`src/hw/tsi_pkg.sv`:
```
// How it works
// - Linear sample spans two consecutive slots from the programmed slot; companded uses one.
// - Linear coding and signaling apply only in PCM mode, never in GCI mode.
// - Signaling mode puts a signaling byte in the slot after each companded byte.
// - Frame sync marks transmit slot 0; transmit slots count from it.
// - Transmit slot number is a 7-bit field, up to 128 slots.
// - Any bit clock from 128 kHz to 8.192 MHz works, 2 to 128 slots.
// - A 3-bit transmit clock slot delays the transmit slot by 0 to 7 bits.
// - A partial slot at frame end under clock-slot offset drives tristate control.
// - Transmit bytes go out most significant bit first.
// - Transmit goes to port A, B or both, with matching low tristate control.
// - An option picks rising or falling bit clock edge for transmit outputs.
// - Host reads the last transmit data word with the read command.
// - GCI upstream channel carries voice 1, voice 2, monitor, then signaling/control.
// - GCI frame sync marks channel 0; two select levels pick the channels.
// - GCI upstream runs at a fixed 2.048 MHz bit rate.
// - Companded receive bytes go to expansion; linear words bypass it.
// - Frame sync marks receive slot 0; receive slots use their own 7-bit field.
// - A separate 3-bit receive clock slot delays the receive slot by 0 to 7.
// - An option selects receive port A or port B.
// - After reset channels use slots 0 to 3, clock slots zero, falling edge.
// - Signaling byte MSB follows the data byte LSB with no gap.
// - GCI downstream is not received; receive slots open only in PCM mode.
package tsi_pkg;
  localparam int unsigned TSI_CHANNELS = 4;
  localparam int unsigned TSI_SLOT_W = 7;
  localparam int unsigned TSI_CSLOT_W = 3;
  localparam int unsigned TSI_BITCNT_W = 10;
  localparam int unsigned TSI_GCI_BYTES = 4;
  localparam logic [1:0] TSI_CMD_W = 2'h2;
  localparam logic [TSI_CSLOT_W-1:0] TSI_CSLOT_RST = 3'h0;
  localparam logic TSI_EDGE_RISE_RST = 1'b0;
  localparam logic [1:0] TSI_PORT_RST = 2'h1;
  localparam logic TSI_RXB_RST = 1'b0;
  localparam logic [7:0] TSI_READ_TX_CMD = 8'hcd;
  localparam logic [7:0] TSI_CMD_TX_SLOT = 8'h40;
  localparam logic [7:0] TSI_CMD_RX_SLOT = 8'h41;
  localparam logic [7:0] TSI_CMD_CONFIG = 8'h42;
  localparam logic [7:0] TSI_CMD_STATUS = 8'h43;
  localparam int unsigned TSI_CFG_LINEAR = 0;
  localparam int unsigned TSI_CFG_SIGNAL = 1;
  localparam int unsigned TSI_CFG_GCI = 2;
  localparam int unsigned TSI_CFG_RISE = 3;
  localparam int unsigned TSI_CFG_PORTA = 4;
  localparam int unsigned TSI_CFG_PORTB = 5;
  localparam int unsigned TSI_CFG_RXB = 6;
  localparam int unsigned TSI_GCI_BITS = 32;
  localparam real TSI_GCI_RATE_MHZ = 2.048;
  typedef enum logic [1:0] {
    TSI_IDLE_STATE = 2'b00,
    TSI_BYTE0_STATE = 2'b01,
    TSI_BYTE1_STATE = 2'b10
  } tsi_phase_type;
endpackage

```
`src/hw/tsi_core.sv`:
```
// The address-and-strobe port and the placing of the registers were decided locally.
`timescale 1ns/1ps
module tsi_core #(
  parameter int unsigned CHANNELS = tsi_pkg::TSI_CHANNELS
) (
  input wire logic clock,
  input wire logic arst_n,
  input wire logic bit_clk,
  input wire logic frame_sync_pulse,
  input wire logic receive_port_a,
  input wire logic receive_port_b,
  input wire logic channel_select_low,
  input wire logic channel_select_high,
  input wire logic [1:0] tx_chan,
  input wire logic [15:0] tx_sample,
  input wire logic [7:0] tx_signal,
  input wire logic [7:0] tx_monitor,
  input wire logic [7:0] tx_sc,
  input wire logic [7:0] cmd_addr,
  input wire logic [15:0] cmd_wdata,
  input wire logic cmd_write,
  input wire logic cmd_read,
  output logic [15:0] cmd_rdata,
  output logic transmit_port_a,
  output logic transmit_port_a_oe,
  output logic transmit_port_b,
  output logic transmit_port_b_oe,
  output logic tristate_ctl_a_n,
  output logic tristate_ctl_b_n,
  output logic rx_valid,
  output logic rx_linear,
  output logic [1:0] rx_chan,
  output logic [15:0] rx_word
);
  import tsi_pkg::*;

  // ----------------------------------------------------------------
  // Configuration
  // ----------------------------------------------------------------
  logic [CHANNELS*TSI_SLOT_W-1:0] tx_slot_q;
  logic [CHANNELS*TSI_SLOT_W-1:0] rx_slot_q;
  logic [TSI_CSLOT_W-1:0] tx_cslot_q;
  logic [TSI_CSLOT_W-1:0] rx_cslot_q;
  logic [7:0] cfg_q;
  logic [15:0] last_tx_q;

  always_ff @(posedge clock or negedge arst_n) begin
    if (!arst_n) begin
      for (int i = 0; i < CHANNELS; i++) begin
        tx_slot_q[i*TSI_SLOT_W +: TSI_SLOT_W] <= TSI_SLOT_W'(i);
        rx_slot_q[i*TSI_SLOT_W +: TSI_SLOT_W] <= TSI_SLOT_W'(i);
      end
      tx_cslot_q <= TSI_CSLOT_RST;
      rx_cslot_q <= TSI_CSLOT_RST;
      cfg_q <= {1'b0, TSI_RXB_RST, TSI_PORT_RST[1], TSI_PORT_RST[0], TSI_EDGE_RISE_RST, 3'h0};
    end else if (cmd_write) begin
      case (cmd_addr)
        TSI_CMD_TX_SLOT: begin
          tx_slot_q[cmd_wdata[9:8]*TSI_SLOT_W +: TSI_SLOT_W] <= cmd_wdata[6:0];
          tx_cslot_q <= cmd_wdata[14:12];
        end
        TSI_CMD_RX_SLOT: begin
          rx_slot_q[cmd_wdata[9:8]*TSI_SLOT_W +: TSI_SLOT_W] <= cmd_wdata[6:0];
          rx_cslot_q <= cmd_wdata[14:12];
        end
        TSI_CMD_CONFIG: begin
          cfg_q <= cmd_wdata[7:0];
        end
        default: begin
        end
      endcase
    end
  end

  logic gci_mode;
  logic linear_on;
  logic signal_on;
  assign gci_mode = cfg_q[TSI_CFG_GCI];
  assign linear_on = cfg_q[TSI_CFG_LINEAR] & ~gci_mode;
  assign signal_on = cfg_q[TSI_CFG_SIGNAL] & ~gci_mode & ~linear_on;

  // ----------------------------------------------------------------
  // Bit clock edges and frame counters
  // ----------------------------------------------------------------
  logic bclk_q;
  logic fs_q;
  logic [TSI_BITCNT_W-1:0] bit_cnt_q;
  logic [TSI_BITCNT_W-1:0] frame_len_q;
  logic rise;
  logic fall;
  assign rise = bit_clk & ~bclk_q;
  assign fall = ~bit_clk & bclk_q;

  always_ff @(posedge clock or negedge arst_n) begin
    if (!arst_n) begin
      bclk_q <= 1'b0;
      fs_q <= 1'b0;
      bit_cnt_q <= '0;
      frame_len_q <= '1;
    end else begin
      bclk_q <= bit_clk;
      if (fall) begin
        fs_q <= frame_sync_pulse;
        if (frame_sync_pulse && !fs_q) begin
          bit_cnt_q <= '0;
          frame_len_q <= bit_cnt_q;
        end else begin
          bit_cnt_q <= bit_cnt_q + 1'b1;
        end
      end
    end
  end

  // ----------------------------------------------------------------
  // Transmit
  // ----------------------------------------------------------------
  logic [CHANNELS*16-1:0] tx_word_q;
  logic [CHANNELS*32-1:0] gci_word_q;

  always_ff @(posedge clock or negedge arst_n) begin
    if (!arst_n) begin
      tx_word_q <= '0;
      gci_word_q <= '0;
      last_tx_q <= '0;
    end else begin
      // In signaling mode the signaling byte rides directly behind the companded byte.
      tx_word_q[tx_chan*16 +: 16] <= linear_on ? tx_sample
                                   : {tx_sample[7:0], tx_signal};
      // The second voice byte of a GCI pair is read from the odd neighbour at send time.
      gci_word_q[tx_chan*32 +: 32] <= {tx_sample[7:0], 8'h00,
                                      tx_monitor, tx_sc};
      last_tx_q <= tx_sample;
    end
  end

  // Position inside the frame after the clock-slot delay, shared by every channel.
  logic [TSI_BITCNT_W-1:0] tx_pos;
  logic [TSI_BITCNT_W-1:0] tail_start;
  assign tx_pos = bit_cnt_q - TSI_BITCNT_W'(tx_cslot_q);
  assign tail_start = {frame_len_q[TSI_BITCNT_W-1:3], 3'h0};

  logic tx_act;
  logic tx_bit;
  always_comb begin
    logic [TSI_BITCNT_W-1:0] base;
    logic [TSI_BITCNT_W-1:0] off;
    logic [1:0] gch;
    base = '0;
    off = '0;
    gch = {channel_select_high, channel_select_low};
    tx_act = 1'b0;
    tx_bit = 1'b0;
    if (gci_mode) begin
      for (int c = 0; c < CHANNELS; c++) begin
        // Channel pairs share one GCI slot of 32 bits at the 2.048 MHz rate.
        base = TSI_BITCNT_W'(({gch, 1'b0} + 3'(c >> 1)) * TSI_GCI_BITS);
        off = bit_cnt_q - base;
        if (bit_cnt_q >= base && off < TSI_BITCNT_W'(TSI_GCI_BITS) && c[0] == 1'b0) begin
          tx_act = 1'b1;
          if (off[4:3] == 2'h1) begin
            tx_bit = gci_word_q[(c | 1)*32 + 31 - int'(off[2:0])];
          end else begin
            tx_bit = gci_word_q[c*32 + 31 - int'(off[4:0])];
          end
        end
      end
    end else begin
      for (int c = 0; c < CHANNELS; c++) begin
        base = {tx_slot_q[c*TSI_SLOT_W +: TSI_SLOT_W], 3'h0};
        off = tx_pos - base;
        if (bit_cnt_q >= TSI_BITCNT_W'(tx_cslot_q) && tx_pos >= base
            && off < ((linear_on || signal_on) ? TSI_BITCNT_W'(16) : TSI_BITCNT_W'(8))) begin
          tx_act = 1'b1;
          tx_bit = (linear_on || signal_on) ? tx_word_q[c*16 + 15 - int'(off[3:0])]
                 : tx_word_q[c*16 + 15 - int'(off[2:0])];
        end
      end
      // Data bit 0 unless a slot covers it, with control asserted in the fractional tail once shifted past it.
      if (bit_cnt_q >= tail_start && frame_len_q[2:0] != 3'h7
          && tx_cslot_q > frame_len_q[2:0] + 3'h1) begin
        tx_act = 1'b1;
      end
    end
  end

  logic out_edge;
  logic out_edge_q;
  assign out_edge = cfg_q[TSI_CFG_RISE] ? rise : fall;

  // The outputs wait one clock so that they show the bit of the count that the edge advanced.
  always_ff @(posedge clock or negedge arst_n) begin
    if (!arst_n) begin
      out_edge_q <= 1'b0;
    end else begin
      out_edge_q <= out_edge;
    end
  end

  always_ff @(posedge clock or negedge arst_n) begin
    if (!arst_n) begin
      transmit_port_a <= 1'b0;
      transmit_port_b <= 1'b0;
      transmit_port_a_oe <= 1'b0;
      transmit_port_b_oe <= 1'b0;
      tristate_ctl_a_n <= 1'b1;
      tristate_ctl_b_n <= 1'b1;
    end else if (out_edge_q) begin
      transmit_port_a <= tx_bit;
      transmit_port_b <= tx_bit;
      // GCI upstream always leaves on port A.
      transmit_port_a_oe <= tx_act & (cfg_q[TSI_CFG_PORTA] | gci_mode);
      transmit_port_b_oe <= tx_act & cfg_q[TSI_CFG_PORTB] & ~gci_mode;
      tristate_ctl_a_n <= ~(tx_act & (cfg_q[TSI_CFG_PORTA] | gci_mode));
      tristate_ctl_b_n <= ~(tx_act & cfg_q[TSI_CFG_PORTB] & ~gci_mode);
    end
  end

  // ----------------------------------------------------------------
  // Receive
  // ----------------------------------------------------------------
  logic [15:0] rx_sh_q;
  logic [4:0] rx_cnt_q;
  logic [1:0] rx_ch_q;
  logic rx_busy_q;
  logic rx_in;
  logic [TSI_BITCNT_W-1:0] rx_pos;
  assign rx_in = (cfg_q[TSI_CFG_RXB] & ~gci_mode) ? receive_port_b : receive_port_a;
  assign rx_pos = bit_cnt_q - TSI_BITCNT_W'(rx_cslot_q);

  always_ff @(posedge clock or negedge arst_n) begin
    if (!arst_n) begin
      rx_sh_q <= '0;
      rx_cnt_q <= '0;
      rx_ch_q <= '0;
      rx_busy_q <= 1'b0;
      rx_valid <= 1'b0;
      rx_linear <= 1'b0;
      rx_chan <= '0;
      rx_word <= '0;
    end else begin
      rx_valid <= 1'b0;
      if (rise) begin
        if (!rx_busy_q) begin
          for (int c = 0; c < CHANNELS; c++) begin
            if (rx_pos == {rx_slot_q[c*TSI_SLOT_W +: TSI_SLOT_W], 3'h0}
                && bit_cnt_q >= TSI_BITCNT_W'(rx_cslot_q) && !gci_mode) begin
              rx_busy_q <= 1'b1;
              rx_ch_q <= 2'(c);
              rx_cnt_q <= 5'h1;
              rx_sh_q <= {15'h0, rx_in};
            end
          end
        end else begin
          rx_sh_q <= {rx_sh_q[14:0], rx_in};
          rx_cnt_q <= rx_cnt_q + 5'h1;
          if (rx_cnt_q == (linear_on ? 5'hf : 5'h7)) begin
            rx_busy_q <= 1'b0;
            rx_valid <= 1'b1;
            rx_linear <= linear_on;
            rx_chan <= rx_ch_q;
            rx_word <= linear_on ? {rx_sh_q[14:0], rx_in}
                     : {8'h0, rx_sh_q[6:0], rx_in};
          end
        end
      end
    end
  end

  // ----------------------------------------------------------------
  // Command read port
  // ----------------------------------------------------------------
  always_ff @(posedge clock or negedge arst_n) begin
    if (!arst_n) begin
      cmd_rdata <= '0;
    end else if (cmd_read) begin
      case (cmd_addr)
        TSI_READ_TX_CMD: cmd_rdata <= last_tx_q;
        TSI_CMD_CONFIG: cmd_rdata <= {8'h0, cfg_q};
        TSI_CMD_STATUS: cmd_rdata <= {6'h0, frame_len_q};
        default: cmd_rdata <= 16'h0;
      endcase
    end else begin
      cmd_rdata <= 16'h0;
    end
  end
endmodule // tsi_core

```
`config.mk`:
```
export PLATFORM = sky130hd
export DESIGN_NAME = tsi_core
export DESIGN_NICKNAME = d
export VERILOG_FILES = /design/src/hw/tsi_pkg.sv /design/src/hw/tsi_core.sv
export SDC_FILE = /design/constraint.sdc
export NUM_CORES = 1
export LEC_CHECK = 0
export BUFFER_PORTS_ARGS = -buffer_cell sky130_fd_sc_hd__buf_2
export CAP_MARGIN = 20
export CORE_MARGIN = 4
export CORE_UTILIZATION = 54
export DETAILED_ROUTE_END_ITERATION = 10
export GPL_ROUTABILITY_DRIVEN = 0
export GPL_TIMING_DRIVEN = 0
export PLACE_DENSITY = 0.78
export SYNTH_ARGS = -nofsm -noshare
export SYNTH_HDL_FRONTEND = slang
export SYNTH_SLANG_ARGS = --single-unit
```
`constraint.sdc`:
```
create_clock -name clock -period 6.05 [get_ports clock]
set_input_delay 0.3025 -clock clock [delete_from_list [all_inputs] [get_ports clock]]
set_output_delay 0.3025 -clock clock [all_outputs]
set_load 0.05 [all_outputs]
```
Yosys cells after proc, flatten, opt, wreduce, memory -nomap -nowiden. Cells that the tools add are included. W data, S select, Z words.

Bits in registers: 365. Logic and storage cells: 245. Output and inout port bits: 42. Bits of input ports: 76.

Multiply operators: 1. Reductions and logical operators: 33. Shift operators: 6. Multiplexer cells: 93. Magnitude comparators: 28. Equality and inequality tests: 13. Bitwise logic cells: 17. Add/sub/neg operators: 27.

Operators with widths (count): $bwmux W128 (1); $shift A32 B34 Y128 const A (1); $shiftx A32 B34 Y128 (1); $mux W15 (5); $bwmux W64 (1); $shift A16 B34 Y64 const A (1); $shiftx A16 B34 Y64 (1); $bwmux W28 (2); $mux W1 (56); $ge A10 B10 Y1 (5); $bmux W1 S6 (8); $mux W16 (3); $pmux W16 S3 (1); $eq A10 B10 Y1 (4); $sub A10 B10 Y10 (4); $neg A5 Y34 (1); $neg A6 Y34 (1); $neg A7 Y34 (1); $shift A7 B34 Y28 const A (1); $shiftx A7 B34 Y28 (1); $eq A8 B7 Y1 const B (4); $lt A7 B8 Y1 const B (4); $lt A10 B10 Y1 (3); $mux W5 (6); other kinds (46) (102).

Depth between registers and ports, before layout. Gate-level depths: netlist (run 1).

Depth after elaboration: 17. Mapped depth: 20. Mapped depth without buffers: 18.

Worst setup path after synthesis (run 1). OpenSTA, ideal clock, no wires.

Path kind: register to register. Start point: register bit_cnt_q[0]. End point: register transmit_port_b_oe. Stages on the path, launching flop included: 20. Required time: 5.966 ns. Library setup time: 0.084 ns. Clock period less this slack: 4.517 ns. Buffers on the path: 2. Arrival: 4.433 ns. Path slack: 1.533 ns. Path through: dfrtp_1 buf_2 buf_2 inv_1 ha_1 inv_1 fa_1 a211oi_1 xnor2_1 inv_1 fa_1 inv_1 ha_1 a2111oi_0 nand3_1 a2111oi_0 o311a_1 nor3_1 nand4_1 a21boi_0.

Longest elaborated chain between the ends: 12. Elaborated cells between the ends (all ways): 43. Those cells by class: 7 x add/sub; 14 x order compare; 8 x mux; 2 x bitwise; 12 x reduce/logical.

Ends and longest elaborated chain: from (decl) (line tsi_core.sv:87) `logic [TSI_BITCNT_W-1:0] bit_cnt_q;`; from (signal assigned) (line tsi_core.sv:108) `bit_cnt_q <= bit_cnt_q + 1'b1;`; $sub A10 B3 Y10 (line tsi_core.sv:139) `assign tx_pos = bit_cnt_q - TSI_BITCNT_W'(tx_cslot_q);`; $sub A10 B10 Y10 / $ge A10 B10 Y1 (equally long branches) (line tsi_core.sv:170, tsi_core.sv:171); $lt A10 B10 Y1 / $logic_and A1 B1 Y1 (equally long branches) (line tsi_core.sv:172, tsi_core.sv:171); $logic_and A1 B1 Y1 (line tsi_core.sv:172) `&& off < ((linear_on || signal_on) ? TSI_BITCNT_W'(16) : TSI_BITCNT_W'(8))) begin`; $mux W1 (4 in a row) (line tsi_core.sv:171) `if (bit_cnt_q >= TSI_BITCNT_W'(tx_cslot_q) && tx_pos >= base`; $mux W1 (line tsi_core.sv:179) `if (bit_cnt_q >= tail_start && frame_len_q[2:0] != 3'h7`; $mux W1 * (line tsi_core.sv:153) `if (gci_mode) begin`; $and A1 B1 Y1 * (2 in a row) (line tsi_core.sv:212) `transmit_port_b_oe <= tx_act & cfg_q[TSI_CFG_PORTB] & ~gci_mode;`; to (signal assigned) (line tsi_core.sv:212); to (decl) (line tsi_core.sv:27) `output logic transmit_port_b_oe,`.

Every way passes the cells marked *; elsewhere a longest branch is shown, timed or not. A chain may end at the register's enable or synchronous reset.

Worst setup path after layout (run 1). Ends and elaborated chain as after synthesis.

==> results of run 1 <==
## layer usage
metal  wire length [um]  vias up  GRT usage [%]
li1                   -     6040              -
met1              17670     6373          35.55
met2              20860      557          43.13
met5                  0        -              0
met3               3134      128          3.734
met4               1864        0          10.59
## stage by stage
step / power (mW) / setup slack [ns] / instance area, sq um / util (%) / TNS, ns
after floorplan: 3.079 / 1.533 / 16010 / - / 0
after global placement: 3.407 / -0.7910 / 17060 / 58.81 / -213.13
after detailed placement: 3.459 / -0.007124 / 17140 / 59.07 / -0.007124
after CTS: 5.415 / 0.2907 / 18490 / 63.74 / 0
after global routing: 5.658 / 0.1236 / 18500 / 63.75 / 0
final: 5.416 / 0.4257 / 18500 / 63.75 / 0
## power by group through the flow
stage	Clock, mW	Combinational, mW	Sequential [mW]
final	1.94	1.29	2.19
after global placement	0	1.19	2.21
after floorplan	0	0.869	2.21
after CTS	1.96	1.27	2.19
after global routing	2.05	1.41	2.20
after detailed placement	0	1.24	2.22
## cell type report
cell class | count | area [sq um]
Clock buffer | 44 | 894.6
Multi-Input combinational cell | 1076 | 7337
Tap cell | 384 | 480.5
Clock inverter | 13 | 142.6
Inverter | 199 | 747.0
Buffer | 85 | 379.1
Fill cell | 2282 | 10520
Timing Repair Buffer | 148 | 957.2
Sequential cell | 301 | 7559
## sequential cells by signal, indices dropped and copies added (netlist names), 2 cells and up
signal and cells:
gci_word_q 64, tx_word_q 64, rx_slot_q 28, tx_slot_q 28, cmd_rdata 16, last_tx_q 16
rx_word 16, rx_sh_q 15, bit_cnt_q 10, frame_len_q 10, cfg_q 8, rx_cnt_q 5
rx_cslot_q 3, tx_cslot_q 3, rx_ch_q 2, rx_chan 2
## cell families after synthesis
kind of cell,Yosys count
xor gates and xnor gates,51
DFF,301
buffers and inverters,284
adders and majority gates,70
AOI/OAI and AO/OA,360
and+or+nand+nor,510
muxes,85
## repair_timing
item / 4_1_cts / 5_1_grt
setup endpoints to repair: 1 / 3
hold buffers: 31 / 0
pin swaps: 0 / 0
endpoints found under the hold margin: 118 / 0
setup buffers: 0 / 0
resized for setup: 1 / 1
## final timing paths
kind,start,to,slack (ns),cells after the start
max,bit_cnt_q[0],transmit_port_b_oe,0.43,18
min,tx_sample[3],last_tx_q[3],0.02,1
max reg2reg,bit_cnt_q[0],transmit_port_b_oe,0.43,18
min reg2reg,rx_word[13],rx_word[13],0.46,2
max in group asynchronous,arst_n,gci_word_q[79],4.63,3
min in group asynchronous,arst_n,rx_slot_q[14],0.34,2
## critical path, stage by stage (launching register included)
cell and delay, ns:
dfrtp_1 0.38, buf_2 0.26, buf_2 0.30, inv_1 0.26, ha_1 0.25, inv_1 0.06, fa_1 0.44, a211oi_2 0.37
xnor2_1 0.34, inv_1 0.31, fa_1 0.57, inv_1 0.05, ha_1 0.25, a2111oi_0 0.38, nand2_1 0.12, nor4_2 0.58
nor3_1 0.20, nand4_1 0.22, a21boi_0 0.19
## cell usage after synthesis (12+ instances only)
library cell / instances
a21oi_1: 31
and3_1: 12
clkbuf_1: 64
dfrtp_1: 280
dfstp_2: 21
ha_1: 64
inv_1: 197
mux2_2: 23
mux2i_1: 24
mux4_2: 38
nand2_1: 299
nand2b_1: 12
nand3_1: 21
nand4_1: 15
nor2_1: 44
nor2b_1: 29
nor3_1: 13
nor4_1: 12
o21ai_0: 167
o22ai_1: 70
xnor2_1: 35
xor2_1: 14
==> metrics.md, run 1 <==
| Metric | Value |
|---|---|
| Status | `complete, no violations` |
| DR vias | `13100` |
| Fin. Hold Viols | `0` |
| Initial Util | `55.18%` |
| Final period demand of the worst path | `5.624 ns` |
| Period Utilization, post-route | `92.96%` |
| Antenna violations before repair | `0` |
| Site Rows | `62` |
| Netlist cell types | `86` |
| Synth Area in Compound Gates | `13.76%` |
| Total track usage | `26.27%` |
| Post-synthesis sequential area ratio | `47.21%` |
| Net switching power of the design | `1.614 mW` |
| Sequential Power Share | `40.4%` |
| Sw Ratio | `29.79%` |
| Routed wire length | `43530 um` |
| Vias per inst | `5.821` |
| Die footprint | `32470 sq um` |
| Final setup fails | `0` |
| WL/cell | `19.35 um` |
| Crit path kind | `reg -> reg` |
| Top post-synthesis cells by area | `dfrtp_1 44%, nand2_1 7.0%, mux4_2 5.3%` |
| Number of flops mapped to enable cells by yosys | `0` |
| Synth Warn # | `0` |
| CTS tree | `done` |
| ANT nets after route | `0` |
| Worst-path clk slew | `0.06 ns` |
| Ports | `118` |
| Synthesis-to-layout area growth | `15.53%` |
| Dpl cells | `2162` |
| Syn avg cell area | `9.639 sq um` |
| Asr flop ratio synth | `100.0%` |
| Post-Syn Nets | `1807` |
| Maximum clock path buffer count | `3` |
| Post-synth top area cell | `dfrtp_1` |
| RSZ-0062 raised after global routing | `false` |
| Top cell type's share of synthesized area | `43.76%` |
| Crit path DAT | `6.09 ns` |
| ANT cells | `0` |
| Final net count | `1988` |
| CTS sink cnt | `301` |
| Final Non-Filler Cells | `2250` |
| Simple-Gate Fraction of Synth Area | `14.86%` |
| Mux contribution to synthesized area | `8.464%` |
| Vias in the first global route | `13230` |
| Drc violations | `0` |
| Leakage power | `8.195 nW` |
| Max FO, Critical Path | `10` |
| Clock Skew | `0.01629 ns` |
| GRT Residual Overflow | `0` |
| Port Buffer Count | `114` |
| TritonCTS Buffers | `31` |
| Most frequent cells in the layout | `299 x nand2_1, 280 x dfrtp_1, 197 x inv_1` |
| Max Cap Violations | `0` |
| Logic pwr share | `23.7%` |
| Horiz. Die Dim | `180.2 um` |
| Worst setup SP type | `register` |
| Skew-Pair Late Insertion Delay | `0.56 ns` |
| Post-Synth Adder-Cell Area | `5.752%` |
| Critical Path RT | `6.52 ns` |
| Largest family of logic cells by synthesized area | `simple AND/OR/NAND/NOR gates` |
| Iter 0 DRT Violations | `1114` |
| Mapped cell area | `16010 sq um` |
| HPWL Detailed | `31120 um` |
| Max IR drop VDD | `0.0002321 V` |
| Pin count of the biggest net entering global routing | `121` |
| Layout cells sized above 1 | `15.92%` |
| Commonest non-fill, non-tap cell in the layout | `nand2_1` |
| P_int | `3.803 mW` |
| Max Freq | `177.8 MHz` |
| Synthesized instance count | `1661` |
| HP Class | `in -> reg` |
| Clock Power Share | `35.9%` |
| Worst hold slack | `0.02286 ns` |
| Root buffer cell | `clkbuf_16` |
| Slew headroom | `30.03%` |
| Max Transition Viols Final | `0` |
| First-pass GRT wire length | `69590 um` |
| Crit. End Element | `register` |
| Least-Margin Pin Slew | `1.047 ns` |
| Pwr per Cell Area | `292.8 nW/um^2` |
| H-Tree Depth | `1` |
| Flop and latch count out of synthesis | `301` |
| Ys flop type | `dfrtp_1` |
| Die height | `180.2 um` |
| Drt first pass iters | `5` |
| Core outline area | `29010 sq um` |
| Post-Synth XOR/XNOR Area | `2.923%` |
Note: power is estimated with default switching activity, not from simulation.
==> inputs of run 2 (changes only) <==
Settings changed: GPL_TIMING_DRIVEN 0 to default.
==> metrics.md, run 2 (synthesis gave the netlist of run 1 again) <==
| Metric | Value |
|---|---|
| Period Utilization, post-route | `84.44% (-8.5 points)` |
| Leakage power | `8.107 nW (-1.1%)` |
| Least-Margin Pin Slew | `1.150 ns (+0.1025 ns)` |
| Met2 global-route usage | `41.99% (-1.1 points)` |
| Ports | `118 (unchanged)` |
| Root buffer cell | `clkbuf_16` |
| Filler cell count | `2249 (-1.4%)` |
| Reg2Reg Depth | `17 (-1)` |
| Sum Neg Setup Slack | `0 ns (unchanged)` |
| CTS sink cnt | `301 (unchanged)` |
| Max IR drop VDD | `0.0002164 V (-6.8%)` |
| Max Cap Violations | `0 (unchanged)` |
| Critical Path RT | `6.48 ns (-0.04 ns)` |
| Final instance area | `18200 sq um (-1.6%)` |
| WL/cell | `19.18 um (-0.86%)` |
| Port Buffer Count | `114 (unchanged)` |
| Pwr per Cell Area | `308.1 nW/um^2 (+5.2%)` |
| Most frequent cells in the layout | `299 x nand2_1, 280 x dfrtp_1, 197 x inv_1` |
| Horiz. Die Dim | `180.2 um (unchanged)` |
| H-Tree Depth | `2 (+1)` |
| Die footprint | `32470 sq um (unchanged)` |
| Slowest cell delay on critical path | `0.58 ns (about the same)` |
| Iter 0 DRT Violations | `1082 (-2.9%)` |
| Routed wire length | `41620 um (-4.4%)` |
| Maximum clock path buffer count | `3 (unchanged)` |
| Skew-Pair Late Insertion Delay | `0.52 ns (-0.04 ns)` |
| Final setup fails | `0 (unchanged)` |
| GRT met1 Usage | `33.53% (-2.0 points)` |
| Drt first pass iters | `5 (unchanged)` |
| Die height | `180.2 um (unchanged)` |
| Clock Skew | `0.02384 ns (+0.007543 ns)` |
| Drc violations | `0 (unchanged)` |
| CP Buf/Inv Count | `4 (-2)` |
| Core outline area | `29010 sq um (unchanged)` |
| Resized cells post-CTS | `0 (-1)` |
| Vias per inst | `5.876 (+0.93%)` |
| Final Non-Filler Cells | `2170 (-3.6%)` |
| Total track usage | `25.45% (-0.82 points)` |
| DP Area | `16860 sq um (-1.6%)` |
| Global Route met3 Usage | `4.461% (+0.73 points)` |
| Top Usage Layer GRT | `met2` |
| HPWL Detailed | `28680 um (-7.8%)` |
| Reg area | `7559 sq um (unchanged)` |
| Max FO, Critical Path | `5 (-5)` |
| Slowest-stage cell, CP | `fa_1` |
| Multi-input logic area | `7335 sq um (about the same)` |
| First-pass GRT wire length | `67590 um (-2.9%)` |
| Final Core Density | `62.74% (-1.0 points)` |
| HP Class | `in -> reg` |
| Layout cells sized above 1 | `17.03% (+1.1 points)` |
| RSZ-0062 raised after global routing | `false` |
| Final period demand of the worst path | `5.108 ns (-0.5158 ns)` |
| DR vias | `12750 (-2.7%)` |
| Crit. End Element | `register` |
| Initial Util | `55.18% (unchanged)` |
| Dpl cells | `2094 (-3.1%)` |
| GRT Residual Overflow | `0 (unchanged)` |
| Final net count | `1905 (-4.2%)` |
| Status | `complete, no violations` |
| R2R setup slack | `0.94 ns (+0.52 ns)` |
| Synthesis-to-layout area growth | `13.68%` |
| Commonest non-fill, non-tap cell in the layout | `nand2_1` |
| TritonCTS Buffers | `34 (+9.7%)` |
| Vias in the first global route | `12910 (-2.4%)` |
| Crit path kind | `reg -> reg` |
| CTS tree | `done` |
| Max Freq | `195.8 MHz (+10%)` |
| ANT nets after route | `0 (unchanged)` |
| Crit path DAT | `5.54 ns (-0.55 ns)` |
| Max Transition Viols Final | `0 (unchanged)` |
| Worst-path clk slew | `0.06 ns (about the same)` |
| Pin count of the biggest net entering global routing | `185 (+53%)` |
| Fin. Hold Viols | `0 (unchanged)` |
| Family with the most delay on the worst path | `compound AO/OA/AOI/OAI gates` |
| Worst path depth | `17 (-1)` |
| Site Rows | `62 (unchanged)` |
| Hold depth | `3 (+2)` |
| Slew headroom | `23.34% (-6.7 points)` |
| Cell Chain, Critical Path | `inv_1 > ha_1 > inv_1 > fa_1 > a211oi_1 > xnor2_1 > inv_1 > fa_1 > inv_1 > ha_1 > a2111oi_0 > nand3_1 > a2111oi_0 > o311a_1 > nor3_1 > nand4_1 > a21boi_0` |
| CP dominant cell by count | `inv_1` |
| Worst setup SP type | `register` |
| Regs by FF count | `gci_word_q (64), tx_word_q (64)` |
| Postcts setup bufs | `0 (unchanged)` |
| Antenna violations before repair | `1 (+1)` |
run 2: worst paths after layout:
kind                          startpoint                  to
max in group asynchronous         arst_n       tx_word_q[15]
min reg2reg                  rx_word[13]         rx_word[13]
max reg2reg                 bit_cnt_q[0]  transmit_port_b_oe
min in group asynchronous         arst_n       rx_slot_q[17]
max                         bit_cnt_q[0]  transmit_port_b_oe
min                        tx_monitor[1]      gci_word_q[73]
run 2: report_power, final:
group / switching (mW) / total (mW) / leakage, nW / internal [mW]
Sequential: 0.0769 / 2.20 / 3.99 / 2.13
Clock: 0.845 / 2.19 / 0.594 / 1.34
Combinational: 0.718 / 1.22 / 3.52 / 0.502
run 2: layout make-up:
cell class	count	area share (%)
flip-flops and latches	301	41.53
multi-input cells	1076	40.30
clock buffers	48	5.520
repair buffers	147	4.784
inverters	199	4.104
well taps	384	2.640
clock inverters	14	1.114
diodes	1	0.01375
run 2: metrics by stage:
| step | setup slack, ns | power, mW | hold WS (ns) |
|---|---|---|---|
| 6_report | 0.9415 | 5.608 | 0.01391 |
| 2_1_floorplan | 1.533 | 3.079 | 0.006909 |
| 5_1_grt | 0.6150 | 5.866 | 0.01389 |
| 3_5_place_dp | 1.083 | 3.424 | 0.4290 |
| 4_1_cts | 1.005 | 5.623 | 0.002827 |
| 3_3_place_gp | 1.291 | 3.378 | 0.4271 |
run 2: repair_timing:
item / 4_1_cts / 5_1_grt
endpoints found under the hold margin: 120 / 0
hold buffers: 13 / 0
endpoints found under the setup margin: 0 / 0
run 2: metal layers:
metal	vias up	routed length (um)	share of wire (%)
li1	5879	-	-
met1	6220	16900	41
met2	541	20030	48
met3	110	2901	7.0
met4	0	1794	4.3
met5	-	0	0
run 2: tightest hold or removal path, cell delays in order:
cell and delay [ns]:
buf_2 0.09, nand2_1 0.04, o21ai_0 0.05
